## config.mk

```make
export PLATFORM = sky130hd
export DESIGN_NAME = iocp_top
export DESIGN_NICKNAME = d
export VERILOG_FILES = /design/src/core/iocp_pkg.sv /design/src/core/iocp_top.sv
export SDC_FILE = /design/constraint.sdc
export NUM_CORES = 1
export LEC_CHECK = 0
export BUFFER_PORTS_ARGS = -buffer_cell sky130_fd_sc_hd__buf_4
export CAP_MARGIN = 20
export CORE_UTILIZATION = 50
export DETAILED_ROUTE_END_ITERATION = 7
export PLACE_DENSITY_LB_ADDON = 0.12
export SLEW_MARGIN = 20
export SYNTH_ARGS = -nofsm -noshare
export SYNTH_HDL_FRONTEND = slang
export SYNTH_SLANG_ARGS = --single-unit
```

## constraint.sdc

```tcl
create_clock -name MCLK_IN -period 3.3 [get_ports MCLK_IN]
set_input_delay 0.33 -clock MCLK_IN [delete_from_list [all_inputs] [get_ports MCLK_IN]]
set_output_delay 0.33 -clock MCLK_IN [all_outputs]
set_load 0.1 [all_outputs]
```

## src/core/iocp_pkg.sv

```systemverilog
// Package with register map, field positions and reset values for the io and power control block
// Overview of operation
// - ROM select with program write enable forces address fifteen low on external access.
// - High bit-io enable connects bit-io four to seven, removes vector outputs.
// - Program write enable permits external program memory data writes, else blocked.
// - Second serial enable routes serial two and low bit-io, disconnects host port.
// - Loopback feeds each serial data output back to its serial data input.
// - Three-bit clock output select picks free, waited, high, low, raw, sequenced.
// - Clock phase aligns to the rising edge of reset release.
// - Slow clock select makes free and waited outputs follow the ring oscillator.
// - Waited clock follows instruction cycle stretched by the space wait count.
// - Plain waited clock completes one half cycle per sequenced external access.
// - Sequenced waited clock completes two stretched halves, one whole cycle, per sequenced access.
// - Crystal off powers down the small-signal clock input.
// - Slow clock bit switches internal clock source to the ring oscillator.
// - Clock stop halts the processor clock until the bit clears.
// - With wake enable zero, interrupt zero clears clock stop.
// - With wake enable one, interrupt one clears clock stop.
// - Wait-state register resets to ones if memory select high, interrupt one low.
// - Every register bit is reloaded with a defined value at each reset.
// - Pin-valued bits reflect the input pin level after reset.
// - Each four-bit wait field holds the count for one external space.
package iocp_pkg;
    localparam logic [3:0] IOCP_ADDR_IO_CFG = 4'h0;
    localparam logic [3:0] IOCP_ADDR_PWR_CTL = 4'h4;
    localparam logic [3:0] IOCP_ADDR_WAIT = 4'h8;
    localparam logic [3:0] IOCP_ADDR_STATUS = 4'hC;
    localparam logic [15:0] IOCP_IO_CFG_RST = 16'h0000;
    localparam logic [15:0] IOCP_PWR_CTL_RST = 16'h0000;
    localparam logic [15:0] IOCP_WAIT_ONES = 16'hFFFF;
    localparam logic [15:0] IOCP_WAIT_ZEROS = 16'h0000;
    // Writable bits; reserved ones read as zero
    localparam logic [15:0] IOCP_IO_CFG_MASK = 16'h7F8F;
    localparam logic [15:0] IOCP_PWR_CTL_MASK = 16'hF4F1;
    localparam int IOCP_EXTERNAL_ROM_SELECT_BIT = 14;
    localparam int IOCP_CKO_HI_BIT = 13;
    localparam int IOCP_HIGH_BIT_IO_ENABLE_BIT = 12;
    localparam int IOCP_PROGRAM_MEMORY_WRITE_ENABLE_BIT = 11;
    localparam int IOCP_SECOND_SERIAL_ENABLE_BIT = 10;
    localparam int IOCP_LOOP_BIT = 9;
    localparam int IOCP_CKO_LO_POS = 7;
    localparam int IOCP_XTAL_BIT = 15;
    localparam int IOCP_SLOW_BIT = 14;
    localparam int IOCP_STOP_BIT = 13;
    localparam int IOCP_W0_BIT = 12;
    localparam int IOCP_W1_BIT = 10;
    localparam int IOCP_SIO1_BIT = 7;
    localparam int IOCP_SECOND_SERIAL_PORT_BIT = 6;
    localparam int IOCP_HOST_BIT = 5;
    localparam int IOCP_TMR_BIT = 4;
    localparam int IOCP_EMU_BIT = 0;
    localparam logic [1:0] IOCP_RESP_OKAY = 2'h0;
    localparam logic [1:0] IOCP_RESP_SLVERR = 2'h2;

    typedef enum logic [2:0] {
        IOCP_CKO_FREE = 3'h0,
        IOCP_CKO_WAIT = 3'h1,
        IOCP_CKO_HIGH = 3'h2,
        IOCP_CKO_LOW = 3'h3,
        IOCP_CKO_RAW = 3'h4,
        IOCP_CKO_SEQ = 3'h5
    } iocp_cko_e;

    // Side-band from the core's memory interface
    typedef struct packed {
        logic access;
        logic seq;
        logic prog_space;
        logic data_write;
        logic [1:0] space;
        logic addr15;
    } iocp_mem_s;

    // Shared pin routing outputs
    typedef struct packed {
        logic second_serial_port_on;
        logic host_on;
        logic bio_low_on;
        logic bio_high_on;
        logic vec_on;
    } iocp_pins_s;

    // Wait-state counter FSM, one-hot
    typedef enum logic [2:0] {
        IOCP_WS_IDLE = 3'b001,
        IOCP_WS_HALF = 3'b010,
        IOCP_WS_STRETCH = 3'b100
    } iocp_ws_e;
endpackage : iocp_pkg

```

## src/core/iocp_top.sv

```systemverilog
// Io configuration and power control registers with clock output and pin routing
`timescale 1ns/1ps
module iocp_top
    import iocp_pkg::*;
(
    // Clock and reset
    input wire logic MCLK_IN,
    input wire logic ARST_N_IN,
    // AXI4-Lite slave
    input wire logic [3:0] AWADDR_IN,
    input wire logic AWVALID_IN,
    output logic AWREADY_OUT,
    input wire logic [31:0] WDATA_IN,
    input wire logic [3:0] WSTRB_IN,
    input wire logic WVALID_IN,
    output logic WREADY_OUT,
    output logic [1:0] BRESP_OUT,
    output logic BVALID_OUT,
    input wire logic BREADY_IN,
    input wire logic [3:0] ARADDR_IN,
    input wire logic ARVALID_IN,
    output logic ARREADY_OUT,
    output logic [31:0] RDATA_OUT,
    output logic [1:0] RRESP_OUT,
    output logic RVALID_OUT,
    input wire logic RREADY_IN,
    // Pins and core events
    input wire logic EXT_MEM_SEL_IN,
    input wire logic IRQ_ZERO_IN,
    input wire logic IRQ_ONE_IN,
    input wire logic RING_OSC_TICK_IN,
    input wire logic CLOCK_INPUT_IN,
    input wire logic INSTR_CYCLE_IN,
    input wire iocp_mem_s MEM_IN,
    // Serial data
    input wire logic [1:0] SERIAL_DATA_OUT_IN,
    input wire logic [1:0] SERIAL_DATA_PIN_IN,
    output logic [1:0] SERIAL_DATA_IN_OUT,
    // Controls to the rest of the core
    output logic ADDR_LINE_FIFTEEN_OUT,
    output logic PROG_WRITE_ALLOW_OUT,
    output iocp_pins_s PINS_OUT,
    output logic CLOCK_OUTPUT_OUT,
    output logic CRYSTAL_OFF_OUT,
    output logic SLOW_CLOCK_OUT,
    output logic CORE_CLK_EN_OUT,
    output logic [3:0] DELAY_EN_OUT,
    output logic [4:0] PERIPH_DISABLE_OUT,
    output logic [15:0] WAIT_STATES_OUT
);
    logic [1:0] rst_sync_q;
    logic rst_n;
    logic [15:0] io_cfg_q;
    logic [15:0] pwr_ctl_q;
    logic [15:0] wait_q;
    logic strap_pend_q;
    logic aw_hold_q;
    logic w_hold_q;
    logic [3:0] awaddr_q;
    logic [31:0] wdata_q;
    logic [3:0] wstrb_q;
    logic bvalid_q;
    logic [1:0] bresp_q;
    logic rvalid_q;
    logic [31:0] rdata_q;
    logic [1:0] rresp_q;
    logic wr_fire;
    logic [15:0] wr_word;
    logic wr_hit;
    logic [15:0] rd_word;
    logic rd_hit;
    logic [2:0] cko_sel;
    logic [3:0] ws_count;
    logic free_phase_q;
    logic wait_phase_q;
    logic seq_phase_q;
    logic [3:0] ws_cnt_q;
    logic [1:0] seq_left_q;
    iocp_ws_e ws_state_q;
    logic src_tick;
    logic wake;

    // Reset release through two flops
    always_ff @(posedge MCLK_IN or negedge ARST_N_IN)
    begin
        if (!ARST_N_IN)
            rst_sync_q <= 2'h0;
        else
            rst_sync_q <= {rst_sync_q[0], 1'b1};
    end
    assign rst_n = rst_sync_q[1];

    // AXI write channel: address and data may come in either order
    // A pending response blocks both channels, so one write at most is in flight
    assign AWREADY_OUT = !aw_hold_q && !bvalid_q;
    assign WREADY_OUT = !w_hold_q && !bvalid_q;
    assign wr_fire = aw_hold_q && w_hold_q && !bvalid_q;
    // Only the two low strobes count; the upper lanes carry nothing here
    assign wr_word = {wstrb_q[1] ? wdata_q[15:8] : 8'h00, wstrb_q[0] ? wdata_q[7:0] : 8'h00};
    assign wr_hit = (awaddr_q == IOCP_ADDR_IO_CFG) || (awaddr_q == IOCP_ADDR_PWR_CTL)
        || (awaddr_q == IOCP_ADDR_WAIT);

    always_ff @(posedge MCLK_IN or negedge rst_n)
    begin
        if (!rst_n)
        begin
            aw_hold_q <= 1'b0;
            w_hold_q <= 1'b0;
            awaddr_q <= 4'h0;
            wdata_q <= 32'h0000_0000;
            wstrb_q <= 4'h0;
            bvalid_q <= 1'b0;
            bresp_q <= IOCP_RESP_OKAY;
        end
        else
        begin
            if (AWVALID_IN && AWREADY_OUT)
            begin
                aw_hold_q <= 1'b1;
                awaddr_q <= {AWADDR_IN[3:2], 2'h0};
            end
            if (WVALID_IN && WREADY_OUT)
            begin
                w_hold_q <= 1'b1;
                wdata_q <= WDATA_IN;
                wstrb_q <= WSTRB_IN;
            end
            if (wr_fire)
            begin
                aw_hold_q <= 1'b0;
                w_hold_q <= 1'b0;
                bvalid_q <= 1'b1;
                bresp_q <= wr_hit ? IOCP_RESP_OKAY : IOCP_RESP_SLVERR;
            end
            else if (bvalid_q && BREADY_IN)
                bvalid_q <= 1'b0;
        end
    end
    assign BVALID_OUT = bvalid_q;
    assign BRESP_OUT = bresp_q;

    // Byte-lane partial writes keep untouched bytes
    function automatic logic [15:0] merge(input logic [15:0] old, input logic [15:0] nw,
        input logic [3:0] strb, input logic [15:0] mask);
        logic [15:0] r;
        r = old;
        if (strb[0])
            r[7:0] = nw[7:0];
        if (strb[1])
            r[15:8] = nw[15:8];
        return r & mask;
    endfunction : merge

    // Pin configuration register
    // Every bit of both registers has a defined reset value; none is left undefined
    always_ff @(posedge MCLK_IN or negedge rst_n)
    begin
        if (!rst_n)
            io_cfg_q <= IOCP_IO_CFG_RST;
        else if (wr_fire && awaddr_q == IOCP_ADDR_IO_CFG)
            io_cfg_q <= merge(io_cfg_q, wr_word, wstrb_q, IOCP_IO_CFG_MASK);
    end

    // Power control; a wake interrupt beats a simultaneous software write of the stop bit
    assign wake = (pwr_ctl_q[IOCP_W0_BIT] && IRQ_ZERO_IN)
        || (pwr_ctl_q[IOCP_W1_BIT] && IRQ_ONE_IN);
    always_ff @(posedge MCLK_IN or negedge rst_n)
    begin
        if (!rst_n)
            pwr_ctl_q <= IOCP_PWR_CTL_RST;
        else
        begin
            // Reserved bits are dropped by the mask whatever software writes
            if (wr_fire && awaddr_q == IOCP_ADDR_PWR_CTL)
                pwr_ctl_q <= merge(pwr_ctl_q, wr_word, wstrb_q, IOCP_PWR_CTL_MASK);
            if (wake)
            begin
                pwr_ctl_q[IOCP_STOP_BIT] <= 1'b0;
            end
        end
    end

    // Wait-state register, strapped from pins on the first edge after release
    // Pins must hold their levels until the third edge after the reset pin rises
    always_ff @(posedge MCLK_IN or negedge rst_n)
    begin
        if (!rst_n)
        begin
            wait_q <= IOCP_WAIT_ZEROS;
            strap_pend_q <= 1'b1;
        end
        else if (strap_pend_q)
        begin
            strap_pend_q <= 1'b0;
            // Pin levels sampled at release
            wait_q <= (EXT_MEM_SEL_IN && !IRQ_ONE_IN) ? IOCP_WAIT_ONES : IOCP_WAIT_ZEROS;
        end
        else if (wr_fire && awaddr_q == IOCP_ADDR_WAIT)
            wait_q <= merge(wait_q, wr_word, wstrb_q, 16'hFFFF);
    end

    // AXI read channel
    // Status word is read only; a write to it is answered with an error
    assign ARREADY_OUT = !rvalid_q;
    always_comb
    begin
        rd_hit = 1'b1;
        case ({ARADDR_IN[3:2], 2'h0})
            IOCP_ADDR_IO_CFG: rd_word = io_cfg_q;
            IOCP_ADDR_PWR_CTL: rd_word = pwr_ctl_q;
            IOCP_ADDR_WAIT: rd_word = wait_q;
            IOCP_ADDR_STATUS: rd_word = {11'h000, ws_state_q != IOCP_WS_IDLE, seq_phase_q,
                wait_phase_q, free_phase_q, CLOCK_OUTPUT_OUT};
            default:
            begin
                rd_word = 16'h0000;
                rd_hit = 1'b0;
            end
        endcase
    end
    always_ff @(posedge MCLK_IN or negedge rst_n)
    begin
        if (!rst_n)
        begin
            rvalid_q <= 1'b0;
            rdata_q <= 32'h0000_0000;
            rresp_q <= IOCP_RESP_OKAY;
        end
        else if (ARVALID_IN && ARREADY_OUT)
        begin
            rvalid_q <= 1'b1;
            rdata_q <= {16'h0000, rd_word};
            rresp_q <= rd_hit ? IOCP_RESP_OKAY : IOCP_RESP_SLVERR;
        end
        else if (rvalid_q && RREADY_IN)
            rvalid_q <= 1'b0;
    end
    assign RVALID_OUT = rvalid_q;
    assign RDATA_OUT = rdata_q;
    assign RRESP_OUT = rresp_q;

    // Memory and pin routing controls
    assign ADDR_LINE_FIFTEEN_OUT = (io_cfg_q[IOCP_EXTERNAL_ROM_SELECT_BIT] && io_cfg_q[IOCP_PROGRAM_MEMORY_WRITE_ENABLE_BIT]
        && MEM_IN.access) ? 1'b0 : MEM_IN.addr15;
    assign PROG_WRITE_ALLOW_OUT = io_cfg_q[IOCP_PROGRAM_MEMORY_WRITE_ENABLE_BIT]
        || !(MEM_IN.prog_space && MEM_IN.data_write);
    assign PINS_OUT.bio_high_on = io_cfg_q[IOCP_HIGH_BIT_IO_ENABLE_BIT];
    assign PINS_OUT.vec_on = !io_cfg_q[IOCP_HIGH_BIT_IO_ENABLE_BIT];
    assign PINS_OUT.second_serial_port_on = io_cfg_q[IOCP_SECOND_SERIAL_ENABLE_BIT];
    assign PINS_OUT.bio_low_on = io_cfg_q[IOCP_SECOND_SERIAL_ENABLE_BIT];
    assign PINS_OUT.host_on = !io_cfg_q[IOCP_SECOND_SERIAL_ENABLE_BIT];
    // Loopback takes the pins out of the path for both ports at once
    assign SERIAL_DATA_IN_OUT = io_cfg_q[IOCP_LOOP_BIT] ? SERIAL_DATA_OUT_IN
        : SERIAL_DATA_PIN_IN;
    assign DELAY_EN_OUT = io_cfg_q[3:0];
    assign PERIPH_DISABLE_OUT = {pwr_ctl_q[IOCP_SIO1_BIT], pwr_ctl_q[IOCP_SECOND_SERIAL_PORT_BIT],
        pwr_ctl_q[IOCP_HOST_BIT], pwr_ctl_q[IOCP_TMR_BIT], pwr_ctl_q[IOCP_EMU_BIT]};
    assign WAIT_STATES_OUT = wait_q;
    assign CRYSTAL_OFF_OUT = pwr_ctl_q[IOCP_XTAL_BIT];
    assign SLOW_CLOCK_OUT = pwr_ctl_q[IOCP_SLOW_BIT];
    // Held off until the internal release so the core starts on a whole cycle
    assign CORE_CLK_EN_OUT = !pwr_ctl_q[IOCP_STOP_BIT] && rst_n;

    // Clock output generation
    assign cko_sel = {io_cfg_q[IOCP_CKO_HI_BIT], io_cfg_q[IOCP_CKO_LO_POS +: 2]};
    assign ws_count = wait_q[{MEM_IN.space, 2'b00} +: 4];
    // Source tick picks ring oscillator when slow clock is on
    assign src_tick = pwr_ctl_q[IOCP_SLOW_BIT] ? RING_OSC_TICK_IN : INSTR_CYCLE_IN;

    // Phases start from zero at reset release, giving a defined phase
    // Free clock toggles once per source tick, so it runs at half the tick rate
    always_ff @(posedge MCLK_IN or negedge rst_n)
    begin
        if (!rst_n)
            free_phase_q <= 1'b0;
        else if (src_tick)
            free_phase_q <= !free_phase_q;
    end

    // Waited clock: one half per tick, each half stretched by the space count
    always_ff @(posedge MCLK_IN or negedge rst_n)
    begin
        if (!rst_n)
        begin
            ws_state_q <= IOCP_WS_IDLE;
            ws_cnt_q <= 4'h0;
            wait_phase_q <= 1'b0;
            seq_phase_q <= 1'b0;
            seq_left_q <= 2'h0;
        end
        else
        begin
            case (ws_state_q)
                IOCP_WS_IDLE:
                    if (src_tick)
                    begin
                        ws_cnt_q <= MEM_IN.access ? ws_count : 4'h0;
                        // Sequenced access: two halves for the sequenced output
                        seq_left_q <= (MEM_IN.access && MEM_IN.seq) ? 2'h3 : 2'h1;
                        ws_state_q <= IOCP_WS_STRETCH;
                    end
                IOCP_WS_STRETCH:
                    if (ws_cnt_q == 4'h0)
                    begin
                        // The extra sequenced half must not move the plain waited clock
                        if (seq_left_q != 2'h2)
                        begin
                            wait_phase_q <= !wait_phase_q;
                        end
                        seq_phase_q <= !seq_phase_q;
                        ws_state_q <= IOCP_WS_HALF;
                    end
                    else
                    begin
                        ws_cnt_q <= ws_cnt_q - 4'h1;
                    end
                IOCP_WS_HALF:
                    if (seq_left_q == 2'h3)
                    begin
                        // Second sequenced half, stretched by the same space count
                        seq_left_q <= 2'h2;
                        ws_cnt_q <= ws_count;
                        ws_state_q <= IOCP_WS_STRETCH;
                    end
                    else
                    begin
                        ws_state_q <= IOCP_WS_IDLE;
                    end
                default:
                    ws_state_q <= IOCP_WS_IDLE;
            endcase
        end
    end

    always_comb
    begin
        case (cko_sel)
            // A select change takes effect at once and may cut a phase short
            IOCP_CKO_FREE: CLOCK_OUTPUT_OUT = free_phase_q;
            IOCP_CKO_WAIT: CLOCK_OUTPUT_OUT = wait_phase_q;
            IOCP_CKO_HIGH: CLOCK_OUTPUT_OUT = 1'b1;
            IOCP_CKO_LOW: CLOCK_OUTPUT_OUT = 1'b0;
            IOCP_CKO_RAW: CLOCK_OUTPUT_OUT = CLOCK_INPUT_IN;
            IOCP_CKO_SEQ: CLOCK_OUTPUT_OUT = seq_phase_q;
            // Reserved codes hold low
            default: CLOCK_OUTPUT_OUT = 1'b0;
        endcase
    end
endmodule : iocp_top

```

Word-level counts from Yosys, hierarchy flattened

Index checks and enable logic that the tools add are counted.

Reductions and logical operators: 63
Add/subtract/negate cells: 1
Shift-type cells: 1
Equality and inequality tests: 19
Multiplexer cells: 36

Operator list:

| operator           | count |
|---|---|
| $pmux 16 s4        | 1 |
| $mux 16            | 3 |
| $mux 8             | 3 |
| $logic_and 1x1->1  | 20 |
| $reduce_bool 2->1  | 10 |
| $reduce_and 2->1   | 9 |
| $mux 4             | 4 |
| $shiftx 16x5->4    | 1 |
| $mux 14            | 1 |
| $logic_not 1->1    | 12 |
| $pmux 4 s3         | 1 |
| $mux 1             | 11 |
| $mux 2             | 5 |
| $ne 2x2->1 const B | 5 |
| $eq 3x3->1 const B | 3 |
| $mux 3             | 3 |
| $pmux 3 s3         | 1 |
| $eq 2x2->1 const B | 4 |
| $logic_not 4->1    | 2 |
| $eq 3x1->1 const B | 2 |
| $eq 3x2->1 const B | 2 |
| $mux 6             | 1 |
| $reduce_and 3->1   | 2 |
| $pmux 1 s5         | 1 |
| other kinds (9)    | 13 |

Register bits: 95
Bits of input ports: 68
Logic and storage cells: 144
Output and inout bits: 79

Longest topological paths before layout

Depth after elaboration: 5
Mapped depth: 6
Depth with buffers taken out: 6

Worst setup path before layout

No wires, ideal clock.

Kind: reg2out
Start point: reg rst_sync_q[1]
End point: out CORE_CLK_EN_OUT
Stages on the path, launching flop included: 2
Arrival: 3.791 ns
Path slack: -0.821 ns
Data required time: 2.970 ns
Buffers on the path: 0
Cell sequence: dfrtp_1 -> nor2b_1

Cells in the longest elaborated chain, start to end: 1

Ends and longest elaborated chain:

| item                   | line            | text |
|---|---|---|
| from (decl)            | iocp_top.sv:51  | `logic [1:0] rst_sync_q;` |
| from (signal assigned) | iocp_top.sv:89  | `rst_sync_q <= {rst_sync_q[0], 1'b1};` |
| $logic_and 1x1->1      | iocp_top.sv:262 | `assign CORE_CLK_EN_OUT = !pwr_ctl_q[IOCP_STOP_BIT] && rst_n;` |
| to (decl)              | iocp_top.sv:46  | `output logic CORE_CLK_EN_OUT,` |

No other way between the ends.

Final worst setup path

Start point: reg ws_state_q[0]
End point: reg ws_cnt_q[1]

Cells in the longest elaborated chain, start to end: 3
Elaborated cells on any way between the ends: 9
Those cells by class: eq/ne (6); mux (1); reduce/logical (2)

Ends and longest elaborated chain:

| item                                                             | line            | text |
|---|---|---|
| from (decl)                                                      | iocp_top.sv:79  | `iocp_ws_e ws_state_q;` |
| from (signal assigned)                                           | iocp_top.sv:285 | `ws_state_q <= IOCP_WS_IDLE;` |
| from (signal assigned)                                           | iocp_top.sv:300 | `ws_state_q <= IOCP_WS_STRETCH;` |
| from (signal assigned)                                           | iocp_top.sv:311 | `ws_state_q <= IOCP_WS_HALF;` |
| $eq 3x2->1 (tied with other cells)                               | iocp_top.sv:293 | `case (ws_state_q)` |
| $ne 2x2->1 (no source line) or $reduce_bool 3->1 (tied branches) | --              |  |
| $reduce_and 4->1 (no source line)                                | --              |  |
| to (signal assigned)                                             | iocp_top.sv:297 | `ws_cnt_q <= MEM_IN.access ? ws_count : 4'h0;` |
| to (signal assigned)                                             | iocp_top.sv:315 | `ws_cnt_q <= ws_cnt_q - 4'h1;` |
| to (signal assigned)                                             | iocp_top.sv:322 | `ws_cnt_q <= ws_count;` |
| to (decl)                                                        | iocp_top.sv:77  | `logic [3:0] ws_cnt_q;` |

Several ways; a longest one is shown, not always the timed one.
A chain may end at the register's enable or synchronous reset.

==> reports/summary.txt <==
global-route wire length before repair: 16200 um
Slew HR: 0.397
DP HPWL: 7550 um
Die Area: 9190 sq um
initial antenna violation count: 0
CP Max Fanout: 6
Max stage delay on crit path: 600 ps
post-route insts no fill: 599
R2R Setup Slk: 1310 ps
share of post-route cells with drive strength above 1: 0.368
Worst path top cell family by delay: flip-flops
Setup Viol. Count Final: 0
TritonCTS buffer count: 9
GP Congestion: 0.836
1st-iter DRT viols: 148
Die X: 95.9 um
instance count on the critical path: 5
CTS HTree Levels: 3
Post-synth ARST share: 1.00
Clock Skew: 8.89 ps
final hold vios: 0
Area growth syn-to-layout: 21.0%
CTS Sinks: 94
Synth area leader: dfrtp_1
EDFF count, synth: 0
Avg Inst Size Synth: 11.2 sq um
synthesized area: 4410 sq um
Via density: 5.36
clk_lat worst skew: 350 ps
Max-Cap Viols: 0
CP max stage cell: dfstp_2
most frequent cells in the layout: buf_4 (109), dfrtp_1 (91), mux2_2 (47)
Seq cells post-synth: 94
ys flop type: dfrtp_1
HP Class: in2reg
Cells after Synth: 395
Setup TNS: 0 ps
fillers: 714
RSZ-0062 raised after global routing: false
Critical Path Start Type: register
Reg2Reg Depth: 5
Clock Path Buffers: 2
most common cell after layout, fill and taps aside: buf_4
largest net degree at the start of global routing: 69
worst path buffer plus inverter count: 1
worst slew pin tran: 905 ps
final core utilization: 0.636
vias in the first global route: 3215
status: complete, no violations
worst setup path endpoint: ws_cnt_q[1]
clock transition at the registers of the reported paths: 90 ps
CORE AREA: 8380 sq um
Warnings, synthesis: 0
reg-to-reg critical path endpoint: ws_cnt_q[1]
FF/Latch Area: 2360 sq um
Initial Util: 0.526
DRC viols: 0
top cell type's share of synthesized area: 0.523
Worst EP required: 3540 ps
reg2reg start: ws_state_q[0]
Antenna Cells: 0
io pins: 147
Critical Path Source: ws_state_q[0]
area used by multi-input combinational logic: 1800 sq um
global route overflow: 0
ANT nets after route: 0
Root Buffer: clkbuf_8
GRT Resource Usage Total: 0.240
crit end category: register
Worst Path Arrival: 2230 ps
CTS tree: yes
Place WS: 1330 ps
Die Ht: 95.9 um
placed cell count: 582
nets@finish: 558
Via Count: 3209
sequential fraction of the synthesis area: 0.535
top cells by area, synth: dfrtp_1 (52%), mux2_2 (12%), buf_4 (5.3%)
final wirelength: 10200 um
WL per Instance: 17.0 um
Final Cycle Share: 0.604
fmax: 0.502 GHz
Setup Crit Path Kind: reg2reg
Min Clock Period, post-route: 1990 ps
Pre-antenna DRT Iters: 4
number of port buffers: 105
count of different cell masters after synthesis: 42
fin worst setup slack: 1310 ps
Slew Viols, Final: 0
critical path, cell by cell: inv_1 -> or3_1 -> a21oi_1 -> a21o_1 -> mux2_1
# rows: 33
layer usage:
| layer | track usage | vias up | share of wire |
|---|---|---|---|
| met3 | 0.0427 | 17 | 0.054 |
| met1 | 0.333 | 1567 | 0.45 |
| met5 | 0 | - | 0 |
| li1 | - | 1521 | - |
| met2 | 0.379 | 104 | 0.48 |
| met4 | 0.0846 | 0 | 0.016 |
per-stage QoR:
step	cell area (sq um)	hold WS, ps
after floorplan	4490	34.4
after global placement	5150	113
after detailed placement	5150	114
after CTS	5330	134
after global routing	5330	141
final	5330	147
Yosys cell counts (3+ instances only):
cell type and instances:
a21oi_1 26, a22oi_1 7, a31oi_1 4, and2_1 3, buf_2 3, buf_4 31, clkbuf_1 11, dfrtp_1 92
inv_1 9, mux2_2 47, mux2i_1 11, mux4_2 4, nand2_1 44, nand3b_1 3, nor2_1 19, nor2b_1 6
o21ai_0 37, o31ai_1 3
sequential cells by signal, indices dropped and copies added, names as in the netlist:
name and flops:
wstrb_q 2, awaddr_q 2, WAIT_STATES_OUT 16, seq_phase_q 1
aw_hold_q 1, pwr_ctl_q 10, BRESP_OUT 1, strap_pend_q 1
ws_cnt_q 4, RVALID_OUT 1, ws_state_q 3, wdata_q 16
wait_phase_q 1, w_hold_q 1, free_phase_q 1, seq_left_q 2
RDATA_OUT 16, BVALID_OUT 1, io_cfg_q 12, rst_sync_q 2
cell families (layout without fill, tap and decap cells):
kind of cell	count (synthesis)	after routing	synth area share
AOI/OAI and AO/OA	86	86	0.112
adders and majority gates	1	1	0.00284
buffers and inverters	56	136	0.0750
DFF	94	94	0.535
xor gates and xnor gates	4	4	0.00795
muxes	65	65	0.177
other	2	21	0.00170
and+or+nand+nor	87	87	0.0892
how the worst min path moves through the flow:
stage	start	endpoint	slack (ps)	cells after the start
2_1_floorplan	ARST_N_IN	rst_sync_q[0]	30	0
3_5_place_dp	ARST_N_IN	rst_sync_q[0]	110	1
4_1_cts	RREADY_IN	RVALID_OUT	130	2
6_report	RREADY_IN	RVALID_OUT	150	2
3_3_place_gp	ARST_N_IN	rst_sync_q[0]	110	1
5_1_grt	IRQ_ZERO_IN	pwr_ctl_q[13]	140	2
final cells by class:
type / instances / area share
Tap cell: 105 / 0.0246
Clock inverter: 5 / 0.00634
Inverter: 10 / 0.00704
Clock buffer: 11 / 0.0265
Timing Repair Buffer: 110 / 0.155
Multi-Input combinational cell: 264 / 0.338
Sequential cell: 94 / 0.442
repair_timing:
| action | 4_1_cts | 5_1_grt |
|---|---|---|
| hold endpoints to repair | 2 | 0 |
| gates resized for setup | 0 | 0 |
| hold buffers | 1 | 0 |
| buffers inserted | 0 | 0 |
Power is left out: the tool's default activity adds up to more than one toggle a clock period on the data nets, which glitch-free logic cannot reach.
